**src/verilog/lcdft_pkg.sv**
```systemverilog
// Constants, types and state layout of the LCD frame timing controller
`default_nettype none

package lcdft_pkg;

  // ---------------------------------------------------------------
  // Register indices, byte address is four times the index
  // ---------------------------------------------------------------
  localparam int unsigned LCDFT_ADR_W      = 12;
  localparam logic [9:0]  LCDFT_IDX_FLAG   = 10'h00C;
  localparam logic [9:0]  LCDFT_IDX_IEN    = 10'h08C;
  localparam logic [9:0]  LCDFT_IDX_SEGSEL = 10'h10D;
  localparam logic [9:0]  LCDFT_IDX_PSC    = 10'h10E;
  localparam logic [9:0]  LCDFT_IDX_CTRL   = 10'h10F;
  localparam logic [5:0]  LCDFT_PIX_PAGE   = 6'h11;
  localparam int unsigned LCDFT_PIX_DEPTH  = 16;
  localparam int unsigned LCDFT_PIX_AW     = 4;

  // ---------------------------------------------------------------
  // Field positions
  // ---------------------------------------------------------------
  localparam int unsigned LCDFT_CTRL_EN    = 7;
  localparam int unsigned LCDFT_CTRL_SLP   = 6;
  localparam int unsigned LCDFT_CTRL_INTERNAL_BIAS_GENERATOR_ENABLE  = 4;
  localparam int unsigned LCDFT_CTRL_CS    = 2;
  localparam int unsigned LCDFT_CTRL_MUX   = 0;
  localparam int unsigned LCDFT_FLAG_BIT   = 7;

  // ---------------------------------------------------------------
  // Reset values and masks
  // ---------------------------------------------------------------
  localparam logic [7:0]  LCDFT_CTRL_RST   = 8'h00;
  localparam logic [7:0]  LCDFT_CTRL_MASK  = 8'hDF;
  localparam logic [3:0]  LCDFT_PSC_RST    = 4'h0;
  localparam logic [7:0]  LCDFT_SEGSEL_RST = 8'hFF;

  // ---------------------------------------------------------------
  // Codes
  // ---------------------------------------------------------------
  localparam logic [1:0]  LCDFT_CS_SYS     = 2'h0;
  localparam logic [1:0]  LCDFT_CS_AUX     = 2'h1;
  localparam logic [1:0]  LCDFT_MUX_STATIC = 2'h0;
  localparam logic [1:0]  LCDFT_MUX_2      = 2'h1;
  localparam logic [1:0]  LCDFT_MUX_3      = 2'h2;
  localparam logic [1:0]  LCDFT_MUX_4      = 2'h3;
  localparam logic [1:0]  LCDFT_LVL_V0     = 2'h0;
  localparam logic [1:0]  LCDFT_LVL_V1     = 2'h1;
  localparam logic [1:0]  LCDFT_LVL_V2     = 2'h2;
  localparam logic [1:0]  LCDFT_LVL_V3     = 2'h3;

  // ---------------------------------------------------------------
  // Timing counts
  // ---------------------------------------------------------------
  localparam int unsigned LCDFT_SYS_DIV    = 256;
  localparam int unsigned LCDFT_FRAME_STD  = 128;
  localparam int unsigned LCDFT_FRAME_MUX3 = 96;
  localparam logic [7:0]  LCDFT_DIV_LAST   = 8'(LCDFT_SYS_DIV - 1);
  localparam logic [6:0]  LCDFT_FLAST_STD  = 7'(LCDFT_FRAME_STD - 1);
  localparam logic [6:0]  LCDFT_FLAST_MUX3 = 7'(LCDFT_FRAME_MUX3 - 1);
  localparam logic [6:0]  LCDFT_PMASK_1    = 7'h7F;
  localparam logic [6:0]  LCDFT_PMASK_2    = 7'h3F;
  localparam logic [6:0]  LCDFT_PMASK_34   = 7'h1F;

  // ---------------------------------------------------------------
  // Types
  // ---------------------------------------------------------------
  typedef enum logic [1:0] {
    LCDFT_F_IDLE = 2'b00,
    LCDFT_F_READ = 2'b01,
    LCDFT_F_LAST = 2'b11
  } lcdft_fetch_e;

  typedef struct packed {
    logic         stage;
    logic         ack;
    logic [31:0]  rdat;
    logic [7:0]   ctrl;
    logic [3:0]   psc;
    logic [7:0]   segsel;
    logic         fif;
    logic         fie;
    logic         irq;
    logic         rc_prev;
    logic         aux_prev;
    logic [7:0]   div;
    logic [3:0]   pcnt;
    logic [6:0]   fcnt;
    lcdft_fetch_e fst;
    logic [1:0]   fidx;
    logic [1:0]   fcom;
    logic [31:0]  nxt;
    logic [31:0]  act;
    logic [7:0]   com_lvl;
    logic [63:0]  seg_lvl;
    logic         active;
  } lcdft_state_s;

endpackage

`default_nettype wire

```
**src/verilog/lcdft_pix_if.sv**
```systemverilog
// Carrier between the controller and its pixel memory
`timescale 1ns/1ps
`default_nettype none

interface lcdft_pix_if #(
  parameter int unsigned AW = 4,
  parameter int unsigned DW = 8
);
  logic          wr_en;
  logic [AW-1:0] wr_addr;
  logic [DW-1:0] wr_data;
  logic [AW-1:0] bus_addr;
  logic [DW-1:0] bus_rdata;
  logic [AW-1:0] scan_addr;
  logic [DW-1:0] scan_rdata;

  modport ctrl (output wr_en, output wr_addr, output wr_data, output bus_addr,
                input bus_rdata, output scan_addr, input scan_rdata);
  modport mem  (input wr_en, input wr_addr, input wr_data, input bus_addr,
                output bus_rdata, input scan_addr, output scan_rdata);
endinterface

`default_nettype wire

```
**src/verilog/lcdft_pixel_mem.sv**
```systemverilog
// Pixel storage with one write port and two registered read ports
`timescale 1ns/1ps
`default_nettype none

module lcdft_pixel_mem #(
  parameter int unsigned DEPTH = 16,
  parameter int unsigned AW    = 4,
  parameter int unsigned DW    = 8
) (
  input  wire logic i_core_clk,
  lcdft_pix_if.mem  p
);
  logic [DW-1:0] mem_q [DEPTH];

  always_ff @(posedge i_core_clk) begin
    if (p.wr_en) begin
      mem_q[p.wr_addr] <= p.wr_data;
    end
    p.bus_rdata  <= mem_q[p.bus_addr];
    p.scan_rdata <= mem_q[p.scan_addr];
  end
endmodule

`default_nettype wire

```
**src/verilog/lcdft_top.sv**
```systemverilog
// LCD frame timing controller with classic Wishbone register slave
//
// Local design decision: the Wishbone interface to the registers.
`timescale 1ns/1ps
`default_nettype none

module lcdft_top
  import lcdft_pkg::*;
#(
  parameter int unsigned PIX_DEPTH = LCDFT_PIX_DEPTH
) (
  input  wire logic                   i_core_clk,
  input  wire logic                   i_nrst,
  input  wire logic                   i_wb_cyc,
  input  wire logic                   i_wb_stb,
  input  wire logic                   i_wb_we,
  input  wire logic [LCDFT_ADR_W-1:0] i_wb_adr,
  input  wire logic [31:0]            i_wb_dat,
  input  wire logic [3:0]             i_wb_sel,
  output logic      [31:0]            o_wb_dat,
  output logic                        o_wb_ack,
  input  wire logic                   i_sleep,
  input  wire logic                   i_rc_osc_clk,
  input  wire logic                   i_aux_osc_clk,
  input  wire logic [31:0]            i_port_out_en,
  output logic      [31:0]            o_port_out_en,
  output logic      [31:0]            o_pin_lcd_func,
  output logic      [2:0]             o_pin_com_func,
  output logic      [7:0]             o_com_lvl,
  output logic      [63:0]            o_seg_lvl,
  output logic                        o_frame_irq,
  output logic                        o_rc_osc_en,
  output logic                        o_bias_gen_en,
  output logic                        o_display_active
);

  // ---------------------------------------------------------------
  // State and pixel memory
  // ---------------------------------------------------------------
  lcdft_state_s s_q;
  lcdft_state_s s_d;

  lcdft_pix_if #(.AW(LCDFT_PIX_AW), .DW(8)) pix ();

  lcdft_pixel_mem #(
    .DEPTH (PIX_DEPTH),
    .AW    (LCDFT_PIX_AW),
    .DW    (8)
  ) u_mem (
    .i_core_clk (i_core_clk),
    .p          (pix)
  );

  // ---------------------------------------------------------------
  // Decode
  // ---------------------------------------------------------------
  logic [9:0] bus_idx;
  logic       bus_req;
  logic       bus_wr;
  logic       is_pix;
  logic       en;
  logic [1:0] mux;
  logic [1:0] cs;
  logic       stop;
  logic       run;
  logic       tick_s;
  logic       tick_p;
  logic [6:0] frame_last;
  logic [6:0] pmask;
  logic [6:0] pos;
  logic [1:0] com_now;
  logic [1:0] com_next;
  logic       half;
  logic       fetch_go;
  logic       boundary;
  logic       flag_set;
  logic [1:0] cap_idx;
  logic [31:0] seg_func;
  logic [31:0] com_pins;

  assign bus_idx = i_wb_adr[11:2];
  assign bus_req = i_wb_cyc & i_wb_stb & ~s_q.ack & ~s_q.stage;
  assign bus_wr  = s_q.stage & i_wb_we & i_wb_sel[0];
  assign is_pix  = (bus_idx[9:4] == LCDFT_PIX_PAGE);
  assign en      = s_q.ctrl[LCDFT_CTRL_EN];
  assign mux     = s_q.ctrl[LCDFT_CTRL_MUX +: 2];
  assign cs      = s_q.ctrl[LCDFT_CTRL_CS +: 2];

  // Sleep halts on request, or always when the core clock feeds the frame
  assign stop = i_sleep & (s_q.ctrl[LCDFT_CTRL_SLP] | (cs == LCDFT_CS_SYS));
  assign run  = en & ~stop;

  // ---------------------------------------------------------------
  // Source clock and prescale
  // ---------------------------------------------------------------
  always_comb begin
    if (cs == LCDFT_CS_SYS) begin
      tick_s = (s_q.div == LCDFT_DIV_LAST);
    end else if (cs == LCDFT_CS_AUX) begin
      tick_s = i_aux_osc_clk & ~s_q.aux_prev;
    end else begin
      tick_s = i_rc_osc_clk & ~s_q.rc_prev;
    end
  end

  assign tick_p = run & tick_s & (s_q.pcnt == s_q.psc);

  // ---------------------------------------------------------------
  // Frame position
  // ---------------------------------------------------------------
  always_comb begin
    frame_last = (mux == LCDFT_MUX_3) ? LCDFT_FLAST_MUX3 : LCDFT_FLAST_STD;
    case (mux)
      LCDFT_MUX_STATIC: begin
        pmask   = LCDFT_PMASK_1;
        com_now = 2'h0;
      end
      LCDFT_MUX_2: begin
        pmask   = LCDFT_PMASK_2;
        com_now = {1'b0, s_q.fcnt[6]};
      end
      default: begin
        pmask   = LCDFT_PMASK_34;
        com_now = s_q.fcnt[6:5];
      end
    endcase
  end

  assign pos      = s_q.fcnt & pmask;
  assign half     = (pos > (pmask >> 1));
  assign com_next = (com_now == mux) ? 2'h0 : 2'(com_now + 2'h1);
  assign fetch_go = tick_p & (pos == (pmask >> 1));
  assign boundary = tick_p & (pos == pmask);
  assign cap_idx  = 2'(s_q.fidx - 2'h1);
  assign flag_set = run & (s_q.fst == LCDFT_F_LAST) & (s_q.fcom == mux);

  // ---------------------------------------------------------------
  // Pixel memory ports
  // ---------------------------------------------------------------
  assign pix.wr_en     = bus_wr & is_pix & ~i_sleep;
  assign pix.wr_addr   = bus_idx[3:0];
  assign pix.wr_data   = i_wb_dat[7:0];
  assign pix.bus_addr  = bus_idx[3:0];
  assign pix.scan_addr = {s_q.fcom, s_q.fidx};

  // ---------------------------------------------------------------
  // Pin function
  // ---------------------------------------------------------------
  assign seg_func = {{3{s_q.segsel[7]}}, {2{s_q.segsel[6]}}, {7{s_q.segsel[5]}},
                     {4{s_q.segsel[4]}}, {4{s_q.segsel[3]}}, {3{s_q.segsel[2]}},
                     {4{s_q.segsel[1]}}, {5{s_q.segsel[0]}}};

  // Shared common pins follow the common count first
  assign o_pin_com_func = {mux == LCDFT_MUX_4, mux >= LCDFT_MUX_3, mux >= LCDFT_MUX_2};
  // Pin 31 serves as common one, pin 29 as common three
  assign com_pins       = {o_pin_com_func[0], o_pin_com_func[1], o_pin_com_func[2], 29'h0000_0000};
  assign o_pin_lcd_func = seg_func & ~com_pins;
  assign o_port_out_en  = i_port_out_en & ~(seg_func | com_pins);

  // ---------------------------------------------------------------
  // Next state
  // ---------------------------------------------------------------
  always_comb begin
    s_d = s_q;

    // Bus slave, answer two cycles after the request
    s_d.stage = bus_req;
    s_d.ack   = s_q.stage;
    if (s_q.stage) begin
      case (bus_idx)
        LCDFT_IDX_FLAG:   s_d.rdat = {24'h00_0000, s_q.fif, 7'h00};
        LCDFT_IDX_IEN:    s_d.rdat = {24'h00_0000, s_q.fie, 7'h00};
        LCDFT_IDX_SEGSEL: s_d.rdat = {24'h00_0000, s_q.segsel};
        LCDFT_IDX_PSC:    s_d.rdat = {28'h000_0000, s_q.psc};
        LCDFT_IDX_CTRL:   s_d.rdat = {24'h00_0000, s_q.ctrl};
        default: begin
          s_d.rdat = is_pix ? {24'h00_0000, pix.bus_rdata} : 32'h0000_0000;
        end
      endcase
    end
    if (bus_wr) begin
      case (bus_idx)
        LCDFT_IDX_IEN:    s_d.fie    = i_wb_dat[LCDFT_FLAG_BIT];
        LCDFT_IDX_SEGSEL: s_d.segsel = i_wb_dat[7:0];
        LCDFT_IDX_PSC:    s_d.psc    = i_wb_dat[3:0];
        LCDFT_IDX_CTRL:   s_d.ctrl   = i_wb_dat[7:0] & LCDFT_CTRL_MASK;
        default: begin
        end
      endcase
    end

    // Frame flag, a new frame event wins over a clear
    if (flag_set) begin
      s_d.fif = 1'b1;
    end else if (bus_wr && bus_idx == LCDFT_IDX_FLAG) begin
      s_d.fif = i_wb_dat[LCDFT_FLAG_BIT];
    end
    s_d.irq = s_d.fif & s_d.fie;

    // Source edge detect and fixed divider
    s_d.rc_prev  = i_rc_osc_clk;
    s_d.aux_prev = i_aux_osc_clk;
    s_d.div      = (run && cs == LCDFT_CS_SYS) ? 8'(s_q.div + 8'h01) : 8'h00;

    if (!run) begin
      // Halted: counters idle, every line at minimum voltage
      s_d.pcnt    = 4'h0;
      s_d.fcnt    = 7'h00;
      s_d.fst     = LCDFT_F_IDLE;
      s_d.fidx    = 2'h0;
      s_d.fcom    = 2'h0;
      s_d.com_lvl = {4{LCDFT_LVL_V0}};
      s_d.seg_lvl = {32{LCDFT_LVL_V0}};
      s_d.active  = 1'b0;
    end else begin
      s_d.active = 1'b1;
      if (tick_s) begin
        s_d.pcnt = (s_q.pcnt == s_q.psc) ? 4'h0 : 4'(s_q.pcnt + 4'h1);
      end
      if (tick_p) begin
        s_d.fcnt = (s_q.fcnt >= frame_last) ? 7'h00 : 7'(s_q.fcnt + 7'h01);
      end
      if (boundary) begin
        s_d.act = s_q.nxt;
      end

      // Fetch the next common's row halfway through the current one
      case (s_q.fst)
        LCDFT_F_IDLE: begin
          if (fetch_go) begin
            s_d.fst  = LCDFT_F_READ;
            s_d.fidx = 2'h0;
            s_d.fcom = com_next;
          end
        end
        LCDFT_F_READ: begin
          if (s_q.fidx != 2'h0) begin
            s_d.nxt[{cap_idx, 3'b000} +: 8] = pix.scan_rdata;
          end
          s_d.fidx = 2'(s_q.fidx + 2'h1);
          if (s_q.fidx == 2'h3) begin
            s_d.fst = LCDFT_F_LAST;
          end
        end
        LCDFT_F_LAST: begin
          s_d.nxt[31:24] = pix.scan_rdata;
          s_d.fidx       = 2'h0;
          s_d.fst        = LCDFT_F_IDLE;
        end
        default: begin
          s_d.fst = LCDFT_F_IDLE;
        end
      endcase

      // Drive levels, polarity reverses each half phase
      for (int c = 0; c < 4; c++) begin
        if (2'(c) > mux) begin
          s_d.com_lvl[2*c +: 2] = LCDFT_LVL_V0;
        end else if (mux == LCDFT_MUX_STATIC) begin
          s_d.com_lvl[2*c +: 2] = half ? LCDFT_LVL_V3 : LCDFT_LVL_V0;
        end else if (2'(c) == com_now) begin
          s_d.com_lvl[2*c +: 2] = half ? LCDFT_LVL_V0 : LCDFT_LVL_V3;
        end else begin
          s_d.com_lvl[2*c +: 2] = half ? LCDFT_LVL_V2 : LCDFT_LVL_V1;
        end
      end
      for (int s = 0; s < 32; s++) begin
        if (com_pins[s]) begin
          s_d.seg_lvl[2*s +: 2] = LCDFT_LVL_V0;
        end else if (mux == LCDFT_MUX_STATIC) begin
          if (s_q.act[s]) begin
            s_d.seg_lvl[2*s +: 2] = half ? LCDFT_LVL_V0 : LCDFT_LVL_V3;
          end else begin
            s_d.seg_lvl[2*s +: 2] = half ? LCDFT_LVL_V3 : LCDFT_LVL_V0;
          end
        end else if (s_q.act[s]) begin
          s_d.seg_lvl[2*s +: 2] = half ? LCDFT_LVL_V3 : LCDFT_LVL_V0;
        end else begin
          s_d.seg_lvl[2*s +: 2] = half ? LCDFT_LVL_V1 : LCDFT_LVL_V2;
        end
      end
    end
  end

  // ---------------------------------------------------------------
  // State register
  // ---------------------------------------------------------------
  always_ff @(posedge i_core_clk or negedge i_nrst) begin
    if (!i_nrst) begin
      s_q          <= '0;
      s_q.ctrl     <= LCDFT_CTRL_RST;
      s_q.psc      <= LCDFT_PSC_RST;
      s_q.segsel   <= LCDFT_SEGSEL_RST;
      s_q.fst      <= LCDFT_F_IDLE;
    end else begin
      s_q <= s_d;
    end
  end

  // ---------------------------------------------------------------
  // Outputs
  // ---------------------------------------------------------------
  assign o_wb_ack         = s_q.ack;
  assign o_wb_dat         = s_q.rdat;
  assign o_frame_irq      = s_q.irq;
  assign o_com_lvl        = s_q.com_lvl;
  assign o_seg_lvl        = s_q.seg_lvl;
  assign o_display_active = s_q.active;
  assign o_rc_osc_en      = en & cs[1] & ~stop;
  assign o_bias_gen_en    = s_q.ctrl[LCDFT_CTRL_INTERNAL_BIAS_GENERATOR_ENABLE] & ~stop;

endmodule

`default_nettype wire

```
**config.mk**
```make
export PLATFORM = sky130hd
export DESIGN_NAME = lcdft_top
export DESIGN_NICKNAME = d
export VERILOG_FILES = /design/src/verilog/lcdft_pkg.sv /design/src/verilog/lcdft_pix_if.sv /design/src/verilog/lcdft_pixel_mem.sv /design/src/verilog/lcdft_top.sv
export SDC_FILE = /design/constraint.sdc
export NUM_CORES = 1
export LEC_CHECK = 0
export BUFFER_PORTS_ARGS = -buffer_cell sky130_fd_sc_hd__buf_2
export CAP_MARGIN = 20
export CORE_UTILIZATION = 51
export CTS_CLUSTER_DIAMETER = 60
export CTS_CLUSTER_SIZE = 10
export DETAILED_ROUTE_END_ITERATION = 10
export PLACE_DENSITY = 0.74
export SLEW_MARGIN = 10
export SYNTH_ARGS = -nofsm -noshare
export SYNTH_HDL_FRONTEND = slang
export SYNTH_HIERARCHICAL = 1
export SYNTH_SLANG_ARGS = --single-unit
```
**constraint.sdc**
```tcl
create_clock -name i_core_clk -period 2.5 [get_ports i_core_clk]
set_input_delay 0.25 -clock i_core_clk [delete_from_list [all_inputs] [get_ports i_core_clk]]
set_output_delay 0.25 -clock i_core_clk [all_outputs]
set_load 0.05 [all_outputs]
```
# After elaboration in Yosys (flattened, before gate mapping)
# Memory sizes are Yosys's and may differ from the RTL's. A register that Yosys moved wholly into a read port is not among the register bits.
# Index checks and enable logic that the tools add are counted.
# totals
regBits,220
memories,1
word_cells,266
ramBits,128
# memory_table
name,depth,width,rd,rd_ports_with_merged_regs,write_ports,line,rtl
u_mem.mem_q,16,8,2,2,1,lcdft_pixel_mem.sv:13,logic [DW-1:0] mem_q [DEPTH];
# op_classes
mux,144
n_lt_le_gt_ge,8
add_sub_neg,7
n_shift,2
n_reduce_logical,17
n_eq_ne,30
bitwise,34
# op_table
operator,count
$mux 2,118
$mux 73,1
$and 32x32->32,2
$not 32->32,2
$pmux 8 s5,1
$bwmux 32,1
$mux 32,1
$or 32x32->32,1
$shift 8x7->32 const A,1
$shiftx 8x7->32,1
$eq 10x9->1 const B,3
$and 1x1->1,21
$mux 17,1
$mux 8,2
$pmux 8 s2,1
$mux 7,2
$pmux 7 s2,1
$reduce_and 2->1,7
$mux 6,2
$eq 10x4->1 const B,1
$eq 10x8->1 const B,1
$add 8x1->8 const B,1
$eq 2x2->1 const B,4
$eq 8x8->1 const B,1
other kinds (34),65

# Depth between registers and ports, before layout
# Gate-level depths: netlist (run 1).
# depth
word_depth,11
depth_mapped,10
mapped_depth_nobuf,8

# Hierarchy
# Netlist (run 1), hierarchy kept.
# modules_own_cells
module,seq_area_each_um2,n_inst,area_per_inst_um2,cells_per_inst
lcdft_top,4914.7,1,9915.8,959
lcdft_pixel_mem,4164.0,1,6344.8,307

# Worst setup path after synthesis (run 1)
# Ideal clock, no wire load.
# synth_timing
kind,input-to-reg
from,in i_wb_adr[9]
to,mem u_mem.mem_q[0][0] (enable)
arrival_ns,2.370
required_time_ns,2.117
cell_stages,6
slack_ns,-0.253
setup_time_ns,0.383
path_buffers,1
cell_sequence,nor3b_1 and3_1 clkbuf_1 nor3b_1 or3b_2 nor3_1
# synth_between
elab_chain_len,5
# synth_lines
item,line,rtl
start: declaration,lcdft_top.sv:17,"input wire logic [LCDFT_ADR_W-1:0] i_wb_adr,"
$eq 6x5->1,lcdft_top.sv:84,assign is_pix = (bus_idx[9:4] == LCDFT_PIX_PAGE);
$and 1x1->1 (2 in series),lcdft_top.sv:140,assign pix.wr_en = bus_wr & is_pix & ~i_sleep;
net pix.wr_en,lcdft_pix_if.sv:9,logic wr_en;
$mux 1,lcdft_pixel_mem.sv:16,if (p.wr_en) begin
$mux 1 (implied by the code),lcdft_pixel_mem.sv:17,mem_q[p.wr_addr] <= p.wr_data;
end: declaration,lcdft_pixel_mem.sv:13,
# The timed path passes the listed nets, and every way through them passes these cells.

# Worst setup path in the final report (run 1)
# layout_timing
from,"reg s_q, in the netlist mux[1]"
to,out o_pin_lcd_func[31]
# layout_between
elab_chain_len,3
# layout_lines
item,line,rtl
start: declaration,lcdft_top.sv:40,lcdft_state_s s_q;
$ge 2x1->1,lcdft_top.sv:154,"assign o_pin_com_func = {mux == LCDFT_MUX_4, mux >= LCDFT_MUX_3, mux >= LCDFT_MUX_2};"
$not 32->32,lcdft_top.sv:157,assign o_pin_lcd_func = seg_func & ~com_pins;
$and 32x32->32,lcdft_top.sv:157,
end: declaration,lcdft_top.sv:27,"output logic [31:0] o_pin_lcd_func,"
# Every way passes these cells.

==> results_tabular.tex, run 1 <==
\begin{tabular}{lr}
\hline
Metric & Value \\
\hline
\multicolumn{2}{l}{\textbf{Status}} \\
\quad Run status & finished clean \\
\multicolumn{2}{l}{\textbf{Worst setup path}} \\
\quad Worst path required time & 2.25 ns \\
\quad Signal arrival time at the worst endpoint & 2.11 ns \\
\quad Worst path slowest cell & dfrtp\_1 \\
\quad CP bufs+invs & 3 \\
\quad Top fanout value on the critical path & 32 \\
\quad Worst setup startpoint & mux[1] \\
\quad Category of the most critical setup path & reg2out \\
\quad Worst R2R Start & s\_q[185] \\
\quad Worst path cell trace & buf\_4 > nor2\_2 > buf\_6 > and2\_1 > buf\_2 \\
\quad Category of cells accounting for the largest share of critical-path delay & buffers and inverters \\
\quad Kind of start point of the critical path & flip-flop \\
\quad Category of the worst setup path capture point & output port \\
\quad Largest incremental delay on the critical path & just over 0.4 ns \\
\multicolumn{2}{l}{\textbf{Layout}} \\
\quad Most common cell after layout, fill and taps aside & buf\_2 \\
\quad Final cell utilization of the core & 58.11\% \\
\quad Proportion of layout cells with a drive suffix above 1 & 29.69\% \\
\quad Most frequent cells in the layout & 209 x buf\_2, 187 x dfrtp\_1, 128 x edfxtp\_1, 119 x nand2\_1, 107 x nor2\_1 \\
\quad Antenna diode count & 0 \\
\quad \# nets final & 1512 \\
\quad Layout area overhead & 12.48\% \\
\multicolumn{2}{l}{\textbf{Clocking}} \\
\quad Number of clock sinks & 340 \\
\quad TritonCTS clock tree & done \\
\quad Maximum level of the CTS H-tree & 2 \\
\quad Total CTS buffers & 39 \\
\quad \# Post-CTS Setup Buffers & 0 \\
\quad Latest clock arrival within the worst-skew pair & 0.52 ns \\
\quad CTS max path bufs & 3 \\
\quad Clk slew on worst S/H paths & 0.06 ns \\
\quad CTS Root Cell & clkbuf\_16 \\
\multicolumn{2}{l}{\textbf{Synthesis}} \\
\quad Post-synth design cell area & 16260 µm² \\
\quad Number of flops mapped to enable cells by yosys & 128 \\
\quad Seq cells post-synth & 340 \\
\quad Synth Warn \# & 6 \\
\quad Post-synth top flop & dfrtp\_1 \\
\quad Synthesized netlist cell count & 1266 \\
\quad Mean cell area of the mapped netlist & 12.84 µm² \\
\quad Proportion of register bits with asynchronous set or reset after synthesis & $\sim$58\% \\
\quad Number of different library cells in the post-synthesis netlist & 69 \\
\quad Sequential element share of the synthesized area & 55.83\% \\
\multicolumn{2}{l}{\textbf{Routing}} \\
\quad Total via count after detailed routing & $\sim$10000 \\
\quad Avg WL per Cell & 19.82 µm \\
\quad TritonRoute pass-1 iters & 5 \\
\quad Detail-routed via count per cell & 5.521 \\
\quad Total detailed-routing wirelength & 36460 µm \\
\quad \# DRC & 0 \\
\quad Iteration-0 DRC Markers & 843 \\
\quad Count of nets left with antenna violations after detail routing & 0 \\
\multicolumn{2}{l}{\textbf{Die}} \\
\quad Floorplan die width & 180.6 µm \\
\quad Count of standard-cell rows & 65 \\
\quad DIE AREA & 32600 µm² \\
\quad Boundary Pins & around 260 \\
\quad Core box area & roughly 31000 µm² \\
\quad Starting utilization of the core area & 51.66\% \\
\quad Die H & 180.6 µm \\
\multicolumn{2}{l}{\textbf{Place}} \\
\quad Post-Place Setup Slack & -0.06627 ns \\
\quad Weighted congestion at the end of routability-driven global placement & 0.8734 \\
\quad Buffers on Ports & 210 \\
\quad HPWL after detailed placement & 24940 µm \\
\multicolumn{2}{l}{\textbf{Power and ir drop}} \\
\quad Relative contribution of the clock network to total power & between 40\% and 50\% \\
\quad Worst voltage drop across the vdd grid & 0.4922 mV \\
\quad Internal power contribution & around 9.0 mW \\
\quad Power per cell area & 637.2 nW/µm² \\
\quad Sw frac & 23.12\% \\
\quad Sequential share of power & 50.3\% \\
\quad Combinational power share & 6.6\% \\
\quad Static leakage & 8.020 nW \\
\quad Psw & 2.694 mW \\
\multicolumn{2}{l}{\textbf{Worst hold path}} \\
\quad Startpoint of the most critical hold path & i\_wb\_dat[4] \\
\quad Path class of the lowest-slack min-delay path & in2reg \\
\multicolumn{2}{l}{\textbf{STA}} \\
\quad Post-Route Hold Slack & around 0.17 ns \\
\quad Final-layout setup total negative slack & 0 ns \\
\quad Worst slew pin tran & slightly above 0.7 ns \\
\quad Crit path time final & approximately 2.4 ns \\
\quad Maximum operating frequency & 423.3 MHz \\
\quad Max transition margin & 52.81\% \\
\quad Worst Slack Setup Final & 0.1376 ns \\
\quad Fraction of the cycle the final worst path needs & 94.50\% \\
\quad Final Setup Violations & 0 \\
\quad RSZ-0062 raised after global routing & false \\
\quad Final Hold Fails & 0 \\
\quad Final slew viol count & 0 \\
\quad Clock tree skew after final layout & 0.02352 ns \\
\multicolumn{2}{l}{\textbf{Job}} \\
\quad Max capacitance violation total & 0 \\
\multicolumn{2}{l}{\textbf{Global routing}} \\
\quad Initial antenna violation count & 0 \\
\quad First-pass GRT wire length & 56990 µm \\
\quad Tot GR Track Use & between 20\% and 30\% \\
\quad Overflow left after global routing & 0 \\
\quad Number of global-route vias before repair & 10100 \\
\quad Largest net degree at the start of global routing & 68 \\
\hline
\end{tabular}
-- cell usage after synthesis (12+ instances only) --
master	number	area (µm²)
buf_4	136	1021
mux2_2	54	608.1
inv_1	16	60.06
dfrtp_1	188	4705
o21ai_0	39	195.2
dfxtp_1	16	320.3
nor3_1	17	85.08
clkbuf_1	25	93.84
nand2_1	120	450.4
a21oi_1	31	155.2
mux4_1	28	735.7
ha_1	15	187.7
a22oi_1	33	247.7
edfxtp_1	128	3844
nor2_1	108	405.4
buf_2	14	70.07
xnor2_1	67	586.8
nor2b_1	35	219.0
mux4_2	34	765.7
xor2_1	12	105.1
-- state kept, by name, summed over array words and instances (netlist names), 4 cells and up --
| register | cells |
|---|---|
| u_mem/mem_q | 128 |
| s_q | 103 |
| o_seg_lvl | 64 |
| o_com_lvl | 8 |
| o_wb_dat | 8 |
| u_mem/p.bus_rdata | 8 |
| u_mem/p.scan_rdata | 8 |
| pix.scan_addr | 4 |
-- timing repair --
action | CTS | global route
resized for setup | 1 | 4
endpoints found under the setup margin | 28 | 17
hold buffers | 5 | 0
endpoints found under the hold margin | 124 | 0
-- per-layer routing --
metal | up-vias | wire (µm) | GRT usage [%]
met4 | 0 | 1582 | 10.67
met5 | - | 0 | 0
li1 | 4643 | - | -
met1 | 5013 | 14350 | 29.33
met3 | 82 | 2637 | 4.103
met2 | 421 | 17890 | 37.43
-- area by class of cell --
type	count	area, µm²
Clock buffer	69	1089
Inverter	16	60.06
Sequential cell	340	9080
Multi-Input combinational cell	739	5913
Clock inverter	1	8.758
Fill cell	2510	13180
Timing Repair Buffer	273	1637
Tap cell	402	503.0
-- kinds of logic after synthesis --
logic type,count (synthesis),synth area share (%)
adders and majority gates,15,1.154
and+or+nand+nor,360,10.76
AOI/OAI and AO/OA,129,5.009
DFF,340,55.83
muxes,132,14.17
xor gates and xnor gates,79,4.255
buffers and inverters,210,8.787
other,1,0.02306
-- power groups by stage --
| stage | Sequential [mW] | Combinational [mW] | Clock, mW |
|---|---|---|---|
| floorplan | 5.97 | 0.539 | 0 |
| global placement | 5.97 | 0.752 | 0 |
| detailed placement | 5.97 | 0.765 | 0 |
| CTS | 5.87 | 0.775 | 5.10 |
| global route | 5.87 | 0.820 | 5.34 |
| finish | 5.87 | 0.771 | 5.02 |
-- metrics by stage --
step	area [µm²]	power [mW]	cells
after floorplan	16360	6.509	1289
after global placement	17120	6.721	1765
after detailed placement	17120	6.735	1765
after CTS	18270	11.74	1840
after global routing	18290	12.03	1840
final	18290	11.65	1840
-- final timing paths --
kind	to	slack, ns	cells after the start
setup / recovery	o_pin_lcd_func[31]	0.14	5
hold / removal	u_mem/mem_q[4][4]	0.17	1
setup reg to reg	s_q[121]	0.16	7
hold reg to reg	s_d[219]	0.44	1
max in group asynchronous	pix.scan_addr[0]	1.55	3
min in group asynchronous	s_q[73]	0.19	2
Note: power is estimated with default switching activity, not from simulation.
==> run 2, diff against run 1 <==
--- a/config.mk
+++ b/config.mk
@@ -7,13 +7,12 @@
 export LEC_CHECK = 0
 export BUFFER_PORTS_ARGS = -buffer_cell sky130_fd_sc_hd__buf_2
 export CAP_MARGIN = 20
-export CORE_UTILIZATION = 51
+export CORE_UTILIZATION = 52
 export CTS_CLUSTER_DIAMETER = 60
 export CTS_CLUSTER_SIZE = 10
 export DETAILED_ROUTE_END_ITERATION = 10
-export PLACE_DENSITY = 0.74
+export PLACE_DENSITY = 0.75
 export SLEW_MARGIN = 10
 export SYNTH_ARGS = -nofsm -noshare
 export SYNTH_HDL_FRONTEND = slang
-export SYNTH_HIERARCHICAL = 1
 export SYNTH_SLANG_ARGS = --single-unit
==> results_tabular.tex, run 2 <==
\begin{tabular}{lr}
\hline
Metric & Value \\
\hline
\multicolumn{2}{l}{\textbf{Status}} \\
\quad Run status & finished clean \\
\multicolumn{2}{l}{\textbf{STA}} \\
\quad Final Hold Fails & 0 (unchanged) \\
\quad Final slew viol count & 0 (unchanged) \\
\quad Clock tree skew after final layout & 0.02035 ns (-0.003168 ns) \\
\quad Max transition margin & 51.66\% (-1.1 points) \\
\quad Maximum operating frequency & 415.2 MHz (-1.9\%) \\
\quad RSZ-0062 raised after global routing & false \\
\quad Fraction of the cycle the final worst path needs & 96.34\% (+1.8 points) \\
\quad Crit path time final & 2.408 ns (+0.04603 ns) \\
\quad Final-layout setup total negative slack & 0 ns (unchanged) \\
\quad Worst slew pin tran & 0.7251 ns (+0.01865 ns) \\
\quad Final Setup Violations & 0 (unchanged) \\
\multicolumn{2}{l}{\textbf{Routing}} \\
\quad Total routed wire length on the met1 layer & 15890 µm (+11\%) \\
\quad Iteration-0 DRC Markers & 1061 (+26\%) \\
\quad TritonRoute pass-1 iters & 5 (unchanged) \\
\quad Total via count after detailed routing & 11590 (+14\%) \\
\quad Total detailed-routing wirelength & 39850 µm (+9.3\%) \\
\quad Count of nets left with antenna violations after detail routing & 0 (unchanged) \\
\quad Met3 Routed Length & 2422 µm (-8.2\%) \\
\quad \# DRC & 0 (unchanged) \\
\quad Avg WL per Cell & 19.71 µm (-0.55\%) \\
\quad Highest layer used for signal routing & met4 \\
\quad Routed wire length on met2 & 20240 µm (+13\%) \\
\quad Detail-routed via count per cell & 5.733 (+3.8\%) \\
\multicolumn{2}{l}{\textbf{Clocking}} \\
\quad Number of clock sinks & 340 (unchanged) \\
\quad CTS Root Cell & clkbuf\_16 \\
\quad CTS max path bufs & 3 (unchanged) \\
\quad Latest clock arrival within the worst-skew pair & 0.53 ns (about the same) \\
\quad Total CTS buffers & 40 (+2.6\%) \\
\quad Clk slew on worst S/H paths & 0.06 ns (about the same) \\
\quad Maximum level of the CTS H-tree & 2 (unchanged) \\
\quad TritonCTS clock tree & done \\
\multicolumn{2}{l}{\textbf{Place}} \\
\quad Placed cells & 1940 (+9.9\%) \\
\quad Buffers on Ports & 210 (unchanged) \\
\quad Weighted congestion at the end of routability-driven global placement & 0.8206 (-6.0\%) \\
\quad HPWL after detailed placement & 27050 µm (+8.5\%) \\
\multicolumn{2}{l}{\textbf{Worst setup path}} \\
\quad Cell depth of the worst setup path & 6 (+1) \\
\quad CP bufs+invs & 3 (unchanged) \\
\quad Worst path slowest cell & dfrtp\_1 \\
\quad Worst path cell trace & o21ba\_2 > o21ai\_4 > inv\_2 > buf\_12 > and2\_1 > buf\_2 \\
\quad Kind of start point of the critical path & flip-flop \\
\quad Worst R2R End & s\_q[88] \\
\quad Largest incremental delay on the critical path & 0.41 ns (about the same) \\
\quad Category of the worst setup path capture point & output port \\
\quad Worst R2R Start & s\_q[154] \\
\quad Category of the most critical setup path & reg2out \\
\quad Worst setup startpoint & s\_q[185] \\
\quad Worst path required time & 2.25 ns (about the same) \\
\quad Top fanout value on the critical path & 38 (+19\%) \\
\quad Signal arrival time at the worst endpoint & 2.16 ns (+0.05 ns) \\
\quad CP endpoint & o\_rc\_osc\_en \\
\quad Worst Reg2Reg Path Length in Cells & 8 (+1) \\
\quad Flop-to-flop setup slack & 0.17 ns (about the same) \\
\quad Category of cells accounting for the largest share of critical-path delay & buffers and inverters \\
\multicolumn{2}{l}{\textbf{Global routing}} \\
\quad Number of global-route vias before repair & 11330 (+12\%) \\
\quad Largest net degree at the start of global routing & 91 (+34\%) \\
\quad Initial antenna violation count & 1 (+1) \\
\quad First-pass GRT wire length & 61500 µm (+7.9\%) \\
\quad Overflow left after global routing & 0 (unchanged) \\
\quad Tot GR Track Use & 23.33\% (+0.59 points) \\
\multicolumn{2}{l}{\textbf{Power and ir drop}} \\
\quad Power per cell area & 604.2 nW/µm² (-5.2\%) \\
\quad Worst voltage drop across the vdd grid & 0.5650 mV (+15\%) \\
\quad Pwr Total & 11.86 mW (+1.7\%) \\
\quad Static leakage & 8.505 nW (+6.1\%) \\
\multicolumn{2}{l}{\textbf{Die}} \\
\quad DIE AREA & 34020 µm² (+4.4\%) \\
\quad Floorplan die width & 184.5 µm (+2.2\%) \\
\quad Starting utilization of the core area & 53.07\% (+1.4 points) \\
\quad Boundary Pins & 264 (unchanged) \\
\quad Core box area & 32620 µm² (+3.6\%) \\
\quad Count of standard-cell rows & 66 (+1.5\%) \\
\quad Die H & 184.5 µm (+2.2\%) \\
\multicolumn{2}{l}{\textbf{Layout}} \\
\quad Layout area overhead & 13.36\% \\
\quad Register Area & 9081 µm² (about the same) \\
\quad Fillers & 2527 (+0.68\%) \\
\quad Area occupied by multi-input gates & 6885 µm² (+16\%) \\
\quad Largest register FFs & 128 (unchanged) \\
\quad Most frequent cells in the layout & 209 x buf\_2, 186 x dfrtp\_1, 128 x edfxtp\_1, 113 x nand2\_1, 80 x mux4\_2 \\
\quad Proportion of layout cells with a drive suffix above 1 & 31.52\% (+1.8 points) \\
\quad \# nets final & 1652 (+9.3\%) \\
\quad Largest Register & u\_mem.mem\_q \\
\quad Antenna diode count & 0 (unchanged) \\
\quad Cell Count, Final, Fillers Out & 2022 (+9.9\%) \\
\quad Most common cell after layout, fill and taps aside & buf\_2 \\
\multicolumn{2}{l}{\textbf{Synthesis}} \\
\quad Post-synth top flop & dfrtp\_1 \\
\quad Number of different library cells in the post-synthesis netlist & 67 (-2.9\%) \\
\quad Synth Warn \# & 0 (-6) \\
\quad Sequential element share of the synthesized area & 52.45\% (-3.4 points) \\
\quad Synthesized netlist cell count & 1429 (+13\%) \\
\quad Library cell with the highest instance count after synthesis & dfrtp\_1 \\
\quad Post-synth design cell area & 17310 µm² (+6.5\%) \\
\quad Number of flops mapped to enable cells by yosys & 128 (unchanged) \\
\quad Mean cell area of the mapped netlist & 12.11 µm² (-5.7\%) \\
\quad Leading cell types by total area after synthesis & dfrtp\_1 27\%, edfxtp\_1 22\%, mux4\_2 10\% \\
\quad Cell types with the highest counts after synthesis & 188 x dfrtp\_1, 133 x buf\_4, 128 x edfxtp\_1, 113 x nand2\_1, 80 x mux4\_2 \\
\quad Library cell occupying the most area in the post-synthesis netlist & dfrtp\_1 \\
\quad Proportion of register bits with asynchronous set or reset after synthesis & 57.65\% (unchanged) \\
\quad Portion of synthesized cell area occupied by the leading cell type & 27.18\% (-1.8 points) \\
\quad Seq cells post-synth & 340 (unchanged) \\
\multicolumn{2}{l}{\textbf{Worst hold path}} \\
\quad Path class of the lowest-slack min-delay path & in2reg \\
\quad Count of cells along the worst hold path & 1 (unchanged) \\
\multicolumn{2}{l}{\textbf{Job}} \\
\quad Max capacitance violation total & 0 (unchanged) \\
\hline
\end{tabular}
-- run 2: repair_timing --
item	CTS	global route
hold buffers	5	0
pin swaps	0	1
endpoints found under the hold margin	64	0
setup endpoints to repair	3	5
cloned	0	2
resized for setup	2	3
setup buffers	0	1
-- run 2: how the worst min path moves through the flow --
stage	slack (ns)	end	from
2_1_floorplan	-0.05	cs[0]	i_nrst
3_3_place_gp	0.28	s_q[162]	i_nrst
3_5_place_dp	0.29	s_q[156]	i_nrst
4_1_cts	0.11	u_mem.mem_q[6][5]	i_wb_dat[5]
5_1_grt	0.12	u_mem.mem_q[6][5]	i_wb_dat[5]
6_report	0.13	u_mem.mem_q[6][5]	i_wb_dat[5]
-- run 2: kinds of logic (layout without fill, tap and decap cells) --
logic type               count (synthesis)  after routing  synth area share, %
AND/OR/NAND/NOR                        434            434                12.94
flip-flops                             340            340                52.45
buffers and inverters                  252            380                8.580
AO/OA/AOI/OAI                          222            222                8.573
multiplexers                           150            150                15.58
adder cells (fa/ha/maj)                 16             16                1.156
XOR/XNOR                                14             14               0.7084
other                                    1             24              0.02166
-- run 2: area by class of cell --
type	count	area share, %
sequential	340	46.28
tap	442	2.818
clock buffer	70	5.834
clock inverter	4	0.2678
inverter	18	0.3507
timing repair buffer	288	9.366
multi-input combinational	860	35.09
-- run 2: stage by stage --
| step | util, % | worst slack, ns | area, µm² | hold WS [ns] |
|---|---|---|---|---|
| 5_1_grt | 60.16 | 0.02831 | 19620 | 0.1237 |
| 2_1_floorplan | - | 0.07434 | 17410 | -0.04559 |
| 4_1_cts | 59.98 | 0.001791 | 19560 | 0.1098 |
| 3_3_place_gp | 56.15 | 0.1668 | 18310 | 0.2834 |
| 3_5_place_dp | 56.15 | 0.09877 | 18310 | 0.2882 |
| 6_report | 60.16 | 0.09152 | 19620 | 0.1284 |
-- run 2: power by group --
group	internal, mW	leakage, nW	switching [mW]
Clock	3.20	0.573	2.17
Combinational	0.183	3.96	0.463
Sequential	5.82	3.98	0.0178
Total	9.20	8.50	2.65
-- run 2: layer usage --
layer,vias to the layer above,GRT usage [%]
li1,5340,-
met1,5740,30.38
met2,423,39.02
met3,89,3.991
met4,0,8.867
met5,-,0
-- run 2: worst reg2reg max path: cells and delay by family, from the launching register on --
kind	cells	cell delay [ns]
muxes	1	0.33
DFF	1	0.39
and+or+nand+nor	2	0.29
buffers and inverters	2	0.43
AOI/OAI and AO/OA	2	0.55
adders and majority gates	1	0.23
